$ cat src/common/uv_ctrl_pkg.sv
package uv_ctrl_pkg;

  // ----------------------------------------------------------------
  // register map
  // ----------------------------------------------------------------
  localparam logic [7:0] MODE_CTRL_OFFSET     = 8'h00;
  localparam logic [7:0] LEVEL_CTRL_OFFSET    = 8'h01;
  localparam logic [7:0] MONITOR_LEVEL_OFFSET = 8'h08;
  localparam logic [7:0] IRQ_CONTROL_OFFSET   = 8'h09;
  localparam logic [7:0] IRQ_FLAG_OFFSET      = 8'h0A;
  localparam logic [7:0] MONITOR_STATUS_OFFSET = 8'h0B;
  localparam logic [7:0] CHANGE_GUARD_OFFSET  = 8'h0C;

  // ----------------------------------------------------------------
  // field positions
  // ----------------------------------------------------------------
  localparam int SLEEP_MODE_LSB    = 0;
  localparam int ACTIVE_MODE_LSB   = 2;
  localparam int SAMPLE_RATE_BIT   = 4;
  localparam int IRQ_ENABLE_BIT    = 0;
  localparam int TRIGGER_LSB       = 1;
  localparam int IRQ_FLAG_BIT      = 0;
  localparam int STATUS_BIT        = 0;

  // ----------------------------------------------------------------
  // reset values
  // ----------------------------------------------------------------
  localparam logic [1:0] MARGIN_RESET  = 2'h0;
  localparam logic [1:0] TRIGGER_RESET = 2'h0;
  localparam logic [2:0] LEVEL_RESET   = 3'h0;
  localparam logic [1:0] MODE_RESET    = 2'h0;

  // arbitrary neutral value for the unlock key
  localparam logic [7:0] UNLOCK_KEY_DEFAULT = 8'h5A;

  // ----------------------------------------------------------------
  // timing
  // ----------------------------------------------------------------
  localparam int unsigned CLK_MHZ           = 100;
  localparam int unsigned FAST_PERIOD_US    = 1000;
  localparam int unsigned SLOW_PERIOD_US    = 8000;
  localparam int unsigned FAST_PERIOD_CYCLES = FAST_PERIOD_US * CLK_MHZ;
  localparam int unsigned SLOW_PERIOD_CYCLES = SLOW_PERIOD_US * CLK_MHZ;
  localparam int unsigned SETTLE_CYCLES     = 4;
  localparam int unsigned UNLOCK_WINDOW     = 4;

  // ----------------------------------------------------------------
  // types
  // ----------------------------------------------------------------
  typedef enum logic [1:0] {
    MODE_DISABLED   = 2'b00,
    MODE_CONTINUOUS = 2'b01,
    MODE_SAMPLED    = 2'b10,
    MODE_WAKE_HOLD  = 2'b11
  } det_mode_type;

  typedef enum logic [1:0] {
    TRIG_FALLING = 2'b00,
    TRIG_RISING  = 2'b01,
    TRIG_EITHER  = 2'b10,
    TRIG_RSVD    = 2'b11
  } trigger_type;

  typedef enum logic {
    SEQ_WAIT   = 1'b0,
    SEQ_SETTLE = 1'b1
  } seq_state_type;

  typedef struct packed {
    logic       sample_rate_select;
    logic [1:0] active_mode;
    logic [1:0] sleep_mode;
    logic [2:0] level;
  } detector_fuse_byte_type;

  typedef struct packed {
    logic undervoltage_below;
    logic warning_below;
  } comparator_type;

endpackage

$ cat src/design/undervoltage_mode_and_early_warning_ctrl.sv
// Strobed register access and the register addresses are this design's own decisions.
`timescale 1ns/1ps
module undervoltage_mode_and_early_warning_ctrl #(
  parameter int unsigned FAST_PERIOD_CYCLES = uv_ctrl_pkg::FAST_PERIOD_CYCLES,
  parameter int unsigned SLOW_PERIOD_CYCLES = uv_ctrl_pkg::SLOW_PERIOD_CYCLES,
  parameter logic [7:0]  UNLOCK_KEY         = uv_ctrl_pkg::UNLOCK_KEY_DEFAULT
) (
  // clock and reset
  input  wire logic                                i_sys_clk,
  input  wire logic                                i_reset,
  input  wire logic                                i_clk_en,
  // register port
  input  wire logic [7:0]                          i_reg_addr,
  input  wire logic [7:0]                          i_reg_wdata,
  input  wire logic                                i_reg_write,
  input  wire logic                                i_reg_read,
  output logic [7:0]                               o_reg_rdata,
  // fuses and system state
  input  wire uv_ctrl_pkg::detector_fuse_byte_type i_fuses,
  input  wire logic                                i_deep_sleep,
  input  wire logic                                i_debug_halt,
  // analog comparators
  input  wire uv_ctrl_pkg::comparator_type         i_comparators,
  output logic                                     o_detector_power,
  output logic [2:0]                               o_threshold_level,
  output logic [1:0]                               o_monitor_margin,
  // system requests
  output logic                                     o_reset_request,
  output logic                                     o_wake_hold,
  output logic                                     o_irq
);

  localparam int CNT_W = $clog2(SLOW_PERIOD_CYCLES + 1);
  localparam logic [CNT_W-1:0] FAST_RELOAD = CNT_W'(FAST_PERIOD_CYCLES - 1);
  localparam logic [CNT_W-1:0] SLOW_RELOAD = CNT_W'(SLOW_PERIOD_CYCLES - 1);
  localparam logic [2:0] SETTLE_LAST = 3'(uv_ctrl_pkg::SETTLE_CYCLES - 1);
  localparam logic [2:0] SETTLE_DONE = 3'(uv_ctrl_pkg::SETTLE_CYCLES);
  localparam logic [2:0] UNLOCK_LOAD = 3'(uv_ctrl_pkg::UNLOCK_WINDOW);

  // ----------------------------------------------------------------
  // mode decode
  // ----------------------------------------------------------------
  // the hold-at-wake code behaves as continuous for the comparator
  function automatic uv_ctrl_pkg::det_mode_type run_mode(input logic [1:0] code);
    if (code == uv_ctrl_pkg::MODE_WAKE_HOLD) begin
      run_mode = uv_ctrl_pkg::MODE_CONTINUOUS;
    end else begin
      run_mode = uv_ctrl_pkg::det_mode_type'(code);
    end
  endfunction

  // ----------------------------------------------------------------
  // state
  // ----------------------------------------------------------------
  logic                       fuse_load_q;
  logic [2:0]                 level_q;
  logic [1:0]                 active_mode_q;
  logic [1:0]                 sleep_mode_q;
  logic                       rate_select_q;
  logic [1:0]                 margin_q;
  logic [1:0]                 trigger_q;
  logic                       irq_enable_q;
  logic                       irq_flag_q;
  logic [2:0]                 unlock_cnt_q;
  logic [7:0]                 rdata_q;
  logic [1:0]                 sync1_q;
  logic [1:0]                 sync2_q;
  uv_ctrl_pkg::seq_state_type seq_q;
  logic [CNT_W-1:0]           period_cnt_q;
  logic [2:0]                 settle_cnt_q;
  logic                       reset_req_q;
  logic                       warn_prev_q;
  logic                       warn_valid_q;

  uv_ctrl_pkg::det_mode_type  mode;
  logic                       evaluate;
  logic                       monitor_active;
  logic                       crossing;
  logic                       uv_below;
  logic                       warn_below;
  logic                       guard_write;
  logic                       mode_write;

  assign guard_write = i_reg_write && (i_reg_addr == uv_ctrl_pkg::CHANGE_GUARD_OFFSET);
  assign mode_write  = i_reg_write && (i_reg_addr == uv_ctrl_pkg::MODE_CTRL_OFFSET);

  // ----------------------------------------------------------------
  // fuse-loaded fields
  // ----------------------------------------------------------------
  // fuses are caught on the first enabled edge after reset release,
  // never through the asynchronous reset itself
  always_ff @(posedge i_sys_clk or posedge i_reset) begin
    if (i_reset) begin
      fuse_load_q <= 1'b1;
    end else if (i_clk_en) begin
      fuse_load_q <= 1'b0;
    end
  end

  always_ff @(posedge i_sys_clk or posedge i_reset) begin
    if (i_reset) begin
      level_q       <= uv_ctrl_pkg::LEVEL_RESET;
      active_mode_q <= uv_ctrl_pkg::MODE_RESET;
      rate_select_q <= 1'b0;
    end else if (i_clk_en && fuse_load_q) begin
      level_q       <= i_fuses.level;
      active_mode_q <= i_fuses.active_mode;
      rate_select_q <= i_fuses.sample_rate_select;
    end
  end

  always_ff @(posedge i_sys_clk or posedge i_reset) begin
    if (i_reset) begin
      sleep_mode_q <= uv_ctrl_pkg::MODE_RESET;
    end else if (i_clk_en) begin
      if (fuse_load_q) begin
        sleep_mode_q <= i_fuses.sleep_mode;
      end else if (mode_write && (unlock_cnt_q != 3'h0) &&
                   (i_reg_wdata[uv_ctrl_pkg::SLEEP_MODE_LSB +: 2] !=
                    uv_ctrl_pkg::MODE_WAKE_HOLD)) begin
        sleep_mode_q <= i_reg_wdata[uv_ctrl_pkg::SLEEP_MODE_LSB +: 2];
      end
    end
  end

  // ----------------------------------------------------------------
  // change guard
  // ----------------------------------------------------------------
  // the window counts enabled cycles, a stand-in for instructions
  always_ff @(posedge i_sys_clk or posedge i_reset) begin
    if (i_reset) begin
      unlock_cnt_q <= 3'h0;
    end else if (i_clk_en) begin
      if (guard_write && (i_reg_wdata == UNLOCK_KEY)) begin
        unlock_cnt_q <= UNLOCK_LOAD;
      end else if (mode_write) begin
        unlock_cnt_q <= 3'h0;
      end else if (unlock_cnt_q != 3'h0) begin
        unlock_cnt_q <= unlock_cnt_q - 3'h1;
      end
    end
  end

  // ----------------------------------------------------------------
  // software-owned monitor settings
  // ----------------------------------------------------------------
  always_ff @(posedge i_sys_clk or posedge i_reset) begin
    if (i_reset) begin
      margin_q     <= uv_ctrl_pkg::MARGIN_RESET;
      trigger_q    <= uv_ctrl_pkg::TRIGGER_RESET;
      irq_enable_q <= 1'b0;
    end else if (i_clk_en && i_reg_write) begin
      if (i_reg_addr == uv_ctrl_pkg::MONITOR_LEVEL_OFFSET) begin
        margin_q <= i_reg_wdata[1:0];
      end
      if (i_reg_addr == uv_ctrl_pkg::IRQ_CONTROL_OFFSET) begin
        trigger_q    <= i_reg_wdata[uv_ctrl_pkg::TRIGGER_LSB +: 2];
        irq_enable_q <= i_reg_wdata[uv_ctrl_pkg::IRQ_ENABLE_BIT];
      end
    end
  end

  // ----------------------------------------------------------------
  // comparator synchroniser
  // ----------------------------------------------------------------
  always_ff @(posedge i_sys_clk or posedge i_reset) begin
    if (i_reset) begin
      sync1_q <= 2'h0;
      sync2_q <= 2'h0;
    end else if (i_clk_en) begin
      sync1_q <= i_comparators;
      sync2_q <= sync1_q;
    end
  end

  assign uv_below   = sync2_q[1];
  assign warn_below = sync2_q[0];

  // ----------------------------------------------------------------
  // mode selection and sample sequencer
  // ----------------------------------------------------------------
  // deep sleep is standby or power-down; idle counts as active
  assign mode = i_deep_sleep ? run_mode(sleep_mode_q)
                             : run_mode(active_mode_q);

  always_ff @(posedge i_sys_clk or posedge i_reset) begin
    if (i_reset) begin
      seq_q        <= uv_ctrl_pkg::SEQ_WAIT;
      period_cnt_q <= '0;
      settle_cnt_q <= 3'h0;
    end else if (i_clk_en) begin
      unique case (mode)
        uv_ctrl_pkg::MODE_CONTINUOUS: begin
          seq_q        <= uv_ctrl_pkg::SEQ_SETTLE;
          period_cnt_q <= '0;
          if (settle_cnt_q < SETTLE_DONE) begin
            settle_cnt_q <= settle_cnt_q + 3'h1;
          end
        end
        uv_ctrl_pkg::MODE_SAMPLED: begin
          unique case (seq_q)
            uv_ctrl_pkg::SEQ_WAIT: begin
              settle_cnt_q <= 3'h0;
              if (period_cnt_q == '0) begin
                seq_q <= uv_ctrl_pkg::SEQ_SETTLE;
              end else begin
                period_cnt_q <= period_cnt_q - 1'b1;
              end
            end
            uv_ctrl_pkg::SEQ_SETTLE: begin
              if (settle_cnt_q >= SETTLE_LAST) begin
                seq_q        <= uv_ctrl_pkg::SEQ_WAIT;
                settle_cnt_q <= 3'h0;
                period_cnt_q <= rate_select_q ? SLOW_RELOAD : FAST_RELOAD;
              end else begin
                settle_cnt_q <= settle_cnt_q + 3'h1;
              end
            end
          endcase
        end
        default: begin
          seq_q        <= uv_ctrl_pkg::SEQ_WAIT;
          period_cnt_q <= '0;
          settle_cnt_q <= 3'h0;
        end
      endcase
    end
  end

  // comparator output is trusted only once it has settled
  assign evaluate =
    ((mode == uv_ctrl_pkg::MODE_CONTINUOUS) && (settle_cnt_q == SETTLE_DONE)) ||
    ((mode == uv_ctrl_pkg::MODE_SAMPLED) && (seq_q == uv_ctrl_pkg::SEQ_SETTLE) &&
     (settle_cnt_q == SETTLE_LAST));

  assign o_detector_power =
    (mode == uv_ctrl_pkg::MODE_CONTINUOUS) ||
    ((mode == uv_ctrl_pkg::MODE_SAMPLED) && (seq_q == uv_ctrl_pkg::SEQ_SETTLE));

  // ----------------------------------------------------------------
  // undervoltage reset request
  // ----------------------------------------------------------------
  always_ff @(posedge i_sys_clk or posedge i_reset) begin
    if (i_reset) begin
      reset_req_q <= 1'b0;
    end else if (i_clk_en) begin
      if (mode == uv_ctrl_pkg::MODE_DISABLED) begin
        reset_req_q <= 1'b0;
      end else if (evaluate) begin
        reset_req_q <= uv_below;
      end
    end
  end

  // ----------------------------------------------------------------
  // early-warning monitor
  // ----------------------------------------------------------------
  assign monitor_active = irq_enable_q && (mode != uv_ctrl_pkg::MODE_DISABLED);

  // the first evaluation after activation only records a baseline,
  // so enabling never fakes a crossing
  always_ff @(posedge i_sys_clk or posedge i_reset) begin
    if (i_reset) begin
      warn_prev_q  <= 1'b0;
      warn_valid_q <= 1'b0;
    end else if (i_clk_en) begin
      if (!monitor_active) begin
        warn_valid_q <= 1'b0;
      end else if (evaluate) begin
        warn_prev_q  <= warn_below;
        warn_valid_q <= 1'b1;
      end
    end
  end

  always_comb begin
    crossing = 1'b0;
    if (monitor_active && evaluate && warn_valid_q) begin
      unique case (uv_ctrl_pkg::trigger_type'(trigger_q))
        uv_ctrl_pkg::TRIG_FALLING: crossing = warn_below && !warn_prev_q;
        uv_ctrl_pkg::TRIG_RISING:  crossing = !warn_below && warn_prev_q;
        uv_ctrl_pkg::TRIG_EITHER:  crossing = warn_below != warn_prev_q;
        uv_ctrl_pkg::TRIG_RSVD:    crossing = 1'b0;
      endcase
    end
  end

  // a crossing in the same cycle as a clear keeps the flag set
  always_ff @(posedge i_sys_clk or posedge i_reset) begin
    if (i_reset) begin
      irq_flag_q <= 1'b0;
    end else if (i_clk_en) begin
      if (crossing) begin
        irq_flag_q <= 1'b1;
      end else if (i_reg_write && (i_reg_addr == uv_ctrl_pkg::IRQ_FLAG_OFFSET) &&
                   i_reg_wdata[uv_ctrl_pkg::IRQ_FLAG_BIT]) begin
        irq_flag_q <= 1'b0;
      end
    end
  end

  assign o_irq = irq_flag_q && irq_enable_q && !i_debug_halt;

  // ----------------------------------------------------------------
  // register read port
  // ----------------------------------------------------------------
  always_ff @(posedge i_sys_clk or posedge i_reset) begin
    if (i_reset) begin
      rdata_q <= 8'h00;
    end else if (i_clk_en) begin
      rdata_q <= 8'h00;
      if (i_reg_read) begin
        unique case (i_reg_addr)
          uv_ctrl_pkg::MODE_CTRL_OFFSET: begin
            rdata_q[uv_ctrl_pkg::SAMPLE_RATE_BIT]      <= rate_select_q;
            rdata_q[uv_ctrl_pkg::ACTIVE_MODE_LSB +: 2] <= active_mode_q;
            rdata_q[uv_ctrl_pkg::SLEEP_MODE_LSB +: 2]  <= sleep_mode_q;
          end
          uv_ctrl_pkg::LEVEL_CTRL_OFFSET:    rdata_q[2:0] <= level_q;
          uv_ctrl_pkg::MONITOR_LEVEL_OFFSET: rdata_q[1:0] <= margin_q;
          uv_ctrl_pkg::IRQ_CONTROL_OFFSET: begin
            rdata_q[uv_ctrl_pkg::TRIGGER_LSB +: 2]  <= trigger_q;
            rdata_q[uv_ctrl_pkg::IRQ_ENABLE_BIT]    <= irq_enable_q;
          end
          uv_ctrl_pkg::IRQ_FLAG_OFFSET:
            rdata_q[uv_ctrl_pkg::IRQ_FLAG_BIT] <= irq_flag_q;
          uv_ctrl_pkg::MONITOR_STATUS_OFFSET:
            rdata_q[uv_ctrl_pkg::STATUS_BIT] <= warn_prev_q;
          default: rdata_q <= 8'h00;
        endcase
      end
    end
  end

  // ----------------------------------------------------------------
  // outputs
  // ----------------------------------------------------------------
  assign o_reg_rdata       = rdata_q;
  assign o_reset_request   = reset_req_q;
  assign o_threshold_level = level_q;
  assign o_monitor_margin  = margin_q;

  // execution waits after wake until the comparator has settled
  assign o_wake_hold = !i_deep_sleep &&
                       (active_mode_q == uv_ctrl_pkg::MODE_WAKE_HOLD) &&
                       (settle_cnt_q != SETTLE_DONE);

endmodule

$ cat config.mk
export PLATFORM = sky130hd
export DESIGN_NAME = undervoltage_mode_and_early_warning_ctrl
export DESIGN_NICKNAME = d
export VERILOG_FILES = /design/src/common/uv_ctrl_pkg.sv /design/src/design/undervoltage_mode_and_early_warning_ctrl.sv
export SDC_FILE = /design/constraint.sdc
export NUM_CORES = 1
export LEC_CHECK = 0
export ABC_AREA = 1
export BUFFER_PORTS_ARGS = -buffer_cell sky130_fd_sc_hd__buf_4
export CORE_AREA = 2 2 90 92
export CTS_BUF_LIST = sky130_fd_sc_hd__clkbuf_8 sky130_fd_sc_hd__clkbuf_16
export DETAILED_ROUTE_END_ITERATION = 10
export DIE_AREA = 0 0 92 94
export MAX_ROUTING_LAYER = met4
export REMOVE_ABC_BUFFERS = 1
export SYNTH_ARGS = -nofsm -noshare
export SYNTH_HDL_FRONTEND = slang
export SYNTH_SLANG_ARGS = --single-unit
$ cat constraint.sdc
create_clock -name i_sys_clk -period 2.5 [get_ports i_sys_clk]
set_input_delay 0.375 -clock i_sys_clk [delete_from_list [all_inputs] [get_ports i_sys_clk]]
set_output_delay 0.375 -clock i_sys_clk [all_outputs]
set_load 0.01 [all_outputs]
[Word-level counts from Yosys, hierarchy flattened]
Cells that the tools add are included.
Cells by class
  equal/unequal tests: 23
  bitwise logic cells: 1
  $add $sub $neg: 3
  $lt $le $gt $ge: 2
  mux-type cells: 34
  reductions and logical operators: 47
Operator list (number)
  2-to-1 mux 20 bit: 4
  equality test 8 x 4 -> 1 bit (second input constant): 5
  one-hot mux 20 bit (2 select lines): 1
  logical AND 1 bit: 21
  zero test 20 bit: 1
  subtractor 20 x 1 -> 20 bit (second input constant): 1
  AND reduction 2 bit: 8
  2-to-1 mux 3 bit: 5
  2-to-1 mux 2 bit: 6
  one-hot mux 3 bit (2 select lines): 2
  equality test 2 bit (second input constant): 5
  2-to-1 mux 1 bit: 9
  inequality test 3 bit (second input constant): 3
  equality test 8 x 1 -> 1 bit (second input constant): 1
  equality test 8 x 7 -> 1 bit (second input constant): 1
  zero test 8 bit: 1
  one-hot mux 1 bit (4 select lines): 2
  nonzero test 2 bit: 4
  inequality test 2 bit (second input constant): 3
  one-hot mux 1 bit (6 select lines): 1
  AND reduction 3 bit: 2
  nonzero test 3 bit: 2
  2-to-1 mux 5 bit: 1
  equality test 2 x 1 -> 1 bit (second input constant): 2
  other kinds (13): 19
Storage, ports and cells
  logic and storage cells: 129
  register bits: 57

[Logic depth before layout (Yosys ltp)]
  word-level depth: 12
  gate-level depth with buffers: 14
  depth with buffers taken out: 12

[Worst setup path after synthesis]
OpenSTA, ideal clock, no wires.
  path kind: reg-to-reg
  from: register active_mode_q[1]
  to: register period_cnt_q[7]
  library setup time: 0.123 ns
  path buffers: 3
  clock period less this slack: 1.896 ns
  slack: 0.604 ns
  cell stages (with the launch flop): 15
  arrival: 1.773 ns
  cell sequence: dfrtp_1 > inv_1 > nor2_1 > o21ai_0 > inv_1 > ha_1 > buf_2 > nand2_1 > nor2_1 > o211ai_2 > nand3_4 > buf_8 > buf_8 > nand2_1 > nand2_1
Between the ends
  longest elaborated chain between the ends: 6
  elaborated cells on any way between the ends: 8
Ends and longest elaborated chain
  from (decl): line undervoltage_mode_and_early_warning_ctrl.sv:57  | logic [1:0] active_mode_q;
  from (signal assigned): line undervoltage_mode_and_early_warning_ctrl.sv:103  | active_mode_q <= uv_ctrl_pkg::MODE_RESET;
  from (signal assigned): line undervoltage_mode_and_early_warning_ctrl.sv:107  | active_mode_q <= i_fuses.active_mode;
  equality test 2 bit: line undervoltage_mode_and_early_warning_ctrl.sv:45  | if (code == uv_ctrl_pkg::MODE_WAKE_HOLD) begin
  2-to-1 mux 2 bit *: line undervoltage_mode_and_early_warning_ctrl.sv:45
  2-to-1 mux 2 bit *: line undervoltage_mode_and_early_warning_ctrl.sv:183  | assign mode = i_deep_sleep ? run_mode(sleep_mode_q)
  equality test 2 bit *: line undervoltage_mode_and_early_warning_ctrl.sv:192  | unique case (mode)
  inequality test 3 bit (no line)
  AND reduction 3 bit (no line)
  to (signal assigned): line undervoltage_mode_and_early_warning_ctrl.sv:207  | period_cnt_q <= period_cnt_q - 1'b1;
  to (signal assigned): line undervoltage_mode_and_early_warning_ctrl.sv:214  | period_cnt_q <= rate_select_q ? SLOW_RELOAD : FAST_RELOAD;
  to (decl): line undervoltage_mode_and_early_warning_ctrl.sv:69  | logic [CNT_W-1:0] period_cnt_q;
Every way passes the cells marked *; elsewhere a longest branch is shown, timed or not.
A chain may end at the register's enable or synchronous reset.

[Worst setup path after layout]
  from: register active_mode_q[1]
  to: output o_detector_power
Between the ends
  longest elaborated chain between the ends: 6
  elaborated cells on any way between the ends: 7
Ends and longest elaborated chain
  equality test 2 bit: line undervoltage_mode_and_early_warning_ctrl.sv:45
  2-to-1 mux 2 bit *: line undervoltage_mode_and_early_warning_ctrl.sv:45
  2-to-1 mux 2 bit *: line undervoltage_mode_and_early_warning_ctrl.sv:183
  equality test 2 bit: line undervoltage_mode_and_early_warning_ctrl.sv:238  | ((mode == uv_ctrl_pkg::MODE_SAMPLED) && (seq_q == uv_ctrl_pkg::SEQ_SETTLE));
  logical AND 1 bit: line undervoltage_mode_and_early_warning_ctrl.sv:238
  logical OR 1 bit *: line undervoltage_mode_and_early_warning_ctrl.sv:237  | (mode == uv_ctrl_pkg::MODE_CONTINUOUS) ||
  to (decl): line undervoltage_mode_and_early_warning_ctrl.sv:24  | output logic o_detector_power,
Marks and branches as above.

==> impl.org <==
** Global routing
- met2 is the most crowded layer.
- Global router's overall resource usage :: 21.4%
- Global routing used 38.1% of the available met2 tracks.
- Global routing used 2.65% of the available met3 tracks.
- Wire length of the first global-routing pass :: 14500 µm
- The total overflow left after global routing is 0.
- Number of global-route vias before repair :: 3089
- The initial antenna violation count came to 0.
- Maximum number of pins on one net before global-route repair :: 24
- Global Route met1 Usage :: 26.5%

** Yosys
- Average size of a mapped cell :: 7.23 µm²
- Synthesis handed over a netlist of 463 instances.
- Seq cells post-synth :: 54
- Synthesis instantiated 37 different standard cells from the library.
- During synthesis, Yosys emitted a total of 0 warnings.
- Synthesized cell area :: 3350 µm²
- The share of the Yosys chip area taken by registers is 40.4%.

** Setup path
- Required time of the critical path :: 2120 ps
- STA classifies the critical path endpoint as an output pin.
- Critical Path, Cell by Cell :: inv_1 -> nor2_1 -> o21ai_0 -> inv_1 -> ha_1 -> nand2_1 -> nand2_1 -> buf_4
- Worst EP arrival :: 1780 ps
- Minimum setup slack among reg-to-reg paths :: 390 ps
- Worst setup path category :: reg2out
- Master of the slowest instance on the critical path :: dfrtp_1
- On the worst path, the slowest cell contributes a delay of 400 ps.
- CP Max Fanout :: 5
- Critical path startpoint category :: register

** Placed design
- In this run the cell area measured after placement is 3790 µm².
- Port buffer count :: 46
- At the end of routability-driven placement, the weighted congestion stood at 0.907.
- Placed Cells :: 607
- The HPWL after detailed placement is 6420 µm.

** CTS
- Counting every sink on the clock net gives 54.
- CTS Buffer Depth :: 2
- Clock network latency to the later pin of the worst-skew pair :: 310 ps
- Buffers added to address setup during post-CTS repair amount to 0.
- TritonCTS built the clock tree.
- Post-CTS repair changed the size of 0 cells.
- Number of levels in the clock H-tree :: 2
- Inserted Clock Buffers :: 5
- Post-CTS Hold Fix Bufs :: 0
- CTS clock-pin slew for the worst setup and hold paths :: 100 ps
- CTS placed an instance of clkbuf_8 at the clock tree root.

** Layout
- Leading cell type in the layout, fill and taps excluded :: nand2_1
- Area Overhead vs Synth :: 16.3%
- Area of all placed cells without fillers :: 3890 µm²
- In the layout the commonest cells are nand2_1 (125), inv_1 (67), dfrtp_1 (53), buf_4 (52), nor2_1 (46).
- Final antenna diode count :: 0
- Fill cells in the final layout number 803.
- Count of nets after finishing :: 557
- Count of non-filler cells in the finished layout :: 615
- Share of layout cells above drive strength 1 :: 14.6%

** Timing
- The tightest hold path in the finished design has a slack of 96.7 ps.
- In the final timing run, aggregate negative setup slack is 0 ps.
- The clock period could shrink to 2150 ps.
- The worst path uses 86.2% of the clock period.
- Post-Route Skew :: 7.82 ps
- Setup repair after global routing left no endpoint under its margin.
- Max transition margin :: 64.3%
- Setup violations remaining at the end of the flow were counted as 0.
- The max-slew violation total from the final report came to 0.
- Maximum clock frequency :: 0.464 GHz
- Slew at the pin with the worst max-slew slack :: 534 ps
- The count of final hold-check violations came to 0.

** Pwr
- Dividing total power by cell area gives a power density of 713 nW/µm².
- Peak supply drop :: 0.248 mV
- Power share of the combinational group :: 39.9%
- The clock network accounts for 21.0% of the total power.
- Internal Power :: 0.00169 W
- The completed layout was analyzed and its total power is 0.00277 W.
- For this design the total switching power over the nets is 0.00109 W.
- Relative contribution of sequential cells to total power :: 39.1%
- Leakage power figure :: 2.09 nW
- Net switching is 39.2% of the power.

** Flow run
- Total of max-cap violations :: 0

** Routing
- Before antenna repair, the detailed router went through 4 iterations.
- For this run, design rule violations remaining after detail routing come to 0.
- Summed over all layers, the routed wires come to 8290 µm.
- Remaining antenna violation count :: 0
- The detailed router finished its first iteration with 105 violations.
- Average detailed-routed wire length per instance :: 13.5 µm
- Vias after detailed routing :: 3069
- Number of vias per cell after detailed routing :: 4.99

** Min path
- The min-delay analysis places its worst path in the category in2async.

** Floorplanning
- Row cnt :: 32
- The core region is 7610 µm².
- Number of primary I/O pins :: 50
- Once the floorplan was initialized, standard cells occupied 44.0% of the core.
- The die covers 8650 µm².
- The die is 92 µm wide.
- Chip Height :: 94 µm

** Run status
- The flow ran to the end, and the final reports show no timing, DRC or antenna violations.
-- sequential cells by signal, summed over array words and instances (netlist names), 3 cells and up --
register and flops:
settle_cnt_q 3, period_cnt_q 20, o_threshold_level 3, unlock_cnt_q 3, o_reg_rdata 5
-- critical path, delay by kind of cell, from the launching register on --
| family | cells | cell delay [ps] |
|---|---|---|
| AO/OA/AOI/OAI | 1 | 280 |
| adder cells (fa/ha/maj) | 1 | 250 |
| buffers and inverters | 3 | 310 |
| flip-flops | 1 | 400 |
| AND/OR/NAND/NOR | 3 | 230 |
-- layout make-up --
cell class / instances / area (µm²) / share of cell area [%]
clock inverter: 3 / 37.5 / 0.964
timing repair buffer: 52 / 390 / 10.0
tap: 102 / 128 / 3.28
clock buffer: 5 / 68.8 / 1.77
sequential: 54 / 1350 / 34.7
multi-input combinational: 332 / 1660 / 42.8
inverter: 67 / 251 / 6.46
-- stage by stage --
step / util, % / worst slack (ps)
after floorplan: - / 529
after global placement: 49.8 / 433
after detailed placement: 49.8 / 368
after CTS: 51.2 / 313
after global routing: 51.2 / 65.1
final: 51.2 / 345
-- power by group through the flow --
stage | logic, W | clock network, W | registers (W)
6_report | 0.00111 | 0.000582 | 0.00108
5_1_grt | 0.00129 | 0.000639 | 0.00110
4_1_cts | 0.00111 | 0.000603 | 0.00108
3_5_place_dp | 0.00110 | 0 | 0.00110
3_3_place_gp | 0.00109 | 0 | 0.00110
2_1_floorplan | 0.000821 | 0 | 0.00107
-- cells by family (layout without fill, tap and decap cells) --
group,count (synthesis),count (layout),synth area share (%)
muxes,4,4,1.35
xor gates and xnor gates,3,3,0.785
buffers and inverters,79,127,10.1
other,1,3,0.112
and+or+nand+nor,241,241,31.3
adders and majority gates,12,12,4.49
DFF,54,54,40.4
AOI/OAI and AO/OA,69,69,11.5
-- cell usage after synthesis --
| library cell | n | area (µm²) |
|---|---|---|
| ha_1 | 12 | 150 |
| o21ai_2 | 1 | 8.76 |
| a21boi_0 | 1 | 7.51 |
| a21oi_1 | 16 | 80.1 |
| buf_8 | 2 | 30.0 |
| nand3b_1 | 2 | 15.0 |
| o22ai_1 | 3 | 18.8 |
| nand2_1 | 125 | 469 |
| dfrtp_1 | 53 | 1330 |
| nand4_1 | 13 | 81.3 |
| o211ai_2 | 1 | 12.5 |
| a32o_1 | 2 | 20.0 |
| or2_2 | 1 | 6.26 |
| nor2_2 | 4 | 25.0 |
| nand3_2 | 1 | 10.0 |
| mux2_2 | 4 | 45.0 |
| and3_1 | 2 | 12.5 |
| a22oi_1 | 1 | 7.51 |
| nand3_4 | 1 | 17.5 |
| dfstp_2 | 1 | 26.3 |
| nor2_1 | 46 | 173 |
| inv_2 | 1 | 3.75 |
| conb_1 | 1 | 3.75 |
| clkbuf_1 | 3 | 11.3 |
| buf_2 | 2 | 10.0 |
| o21ai_1 | 6 | 30.0 |
| o2111ai_1 | 1 | 8.76 |
| o21ai_0 | 35 | 175 |
| xor2_1 | 3 | 26.3 |
| buf_1 | 1 | 3.75 |
| inv_1 | 66 | 248 |
| nand3_1 | 38 | 190 |
| nor3_1 | 7 | 35.0 |
| o2bb2ai_1 | 1 | 8.76 |
| nor2_4 | 1 | 11.3 |
| o211ai_1 | 1 | 7.51 |
| buf_4 | 4 | 30.0 |
-- worst paths after layout --
kind,end,cells past startpoint,start
worst max register to register,period_cnt_q[7]$_DFFE_PP0P_,12,active_mode_q[1]$_DFFE_PP0P_
min in group i_sys_clk,sync1_q[0]$_DFFE_PP0P_,3,i_comparators[0]
max in group asynchronous,fuse_load_q$_DFFE_PP1P_,3,i_reset
worst max-delay path,o_detector_power,8,active_mode_q[1]$_DFFE_PP0P_
worst min-delay path,sync1_q[0]$_DFFE_PP0P_,2,i_reset
worst min register to register,fuse_load_q$_DFFE_PP1P_,2,fuse_load_q$_DFFE_PP1P_
-- routing by layer --
layer  routed length [µm]  up-vias
li1                     -     1593
met1                 3770     1416
met2                 4200       55
met3                  254        5
met4                   61        0
met5                    0        -
Power figures use the tool's default switching activity.
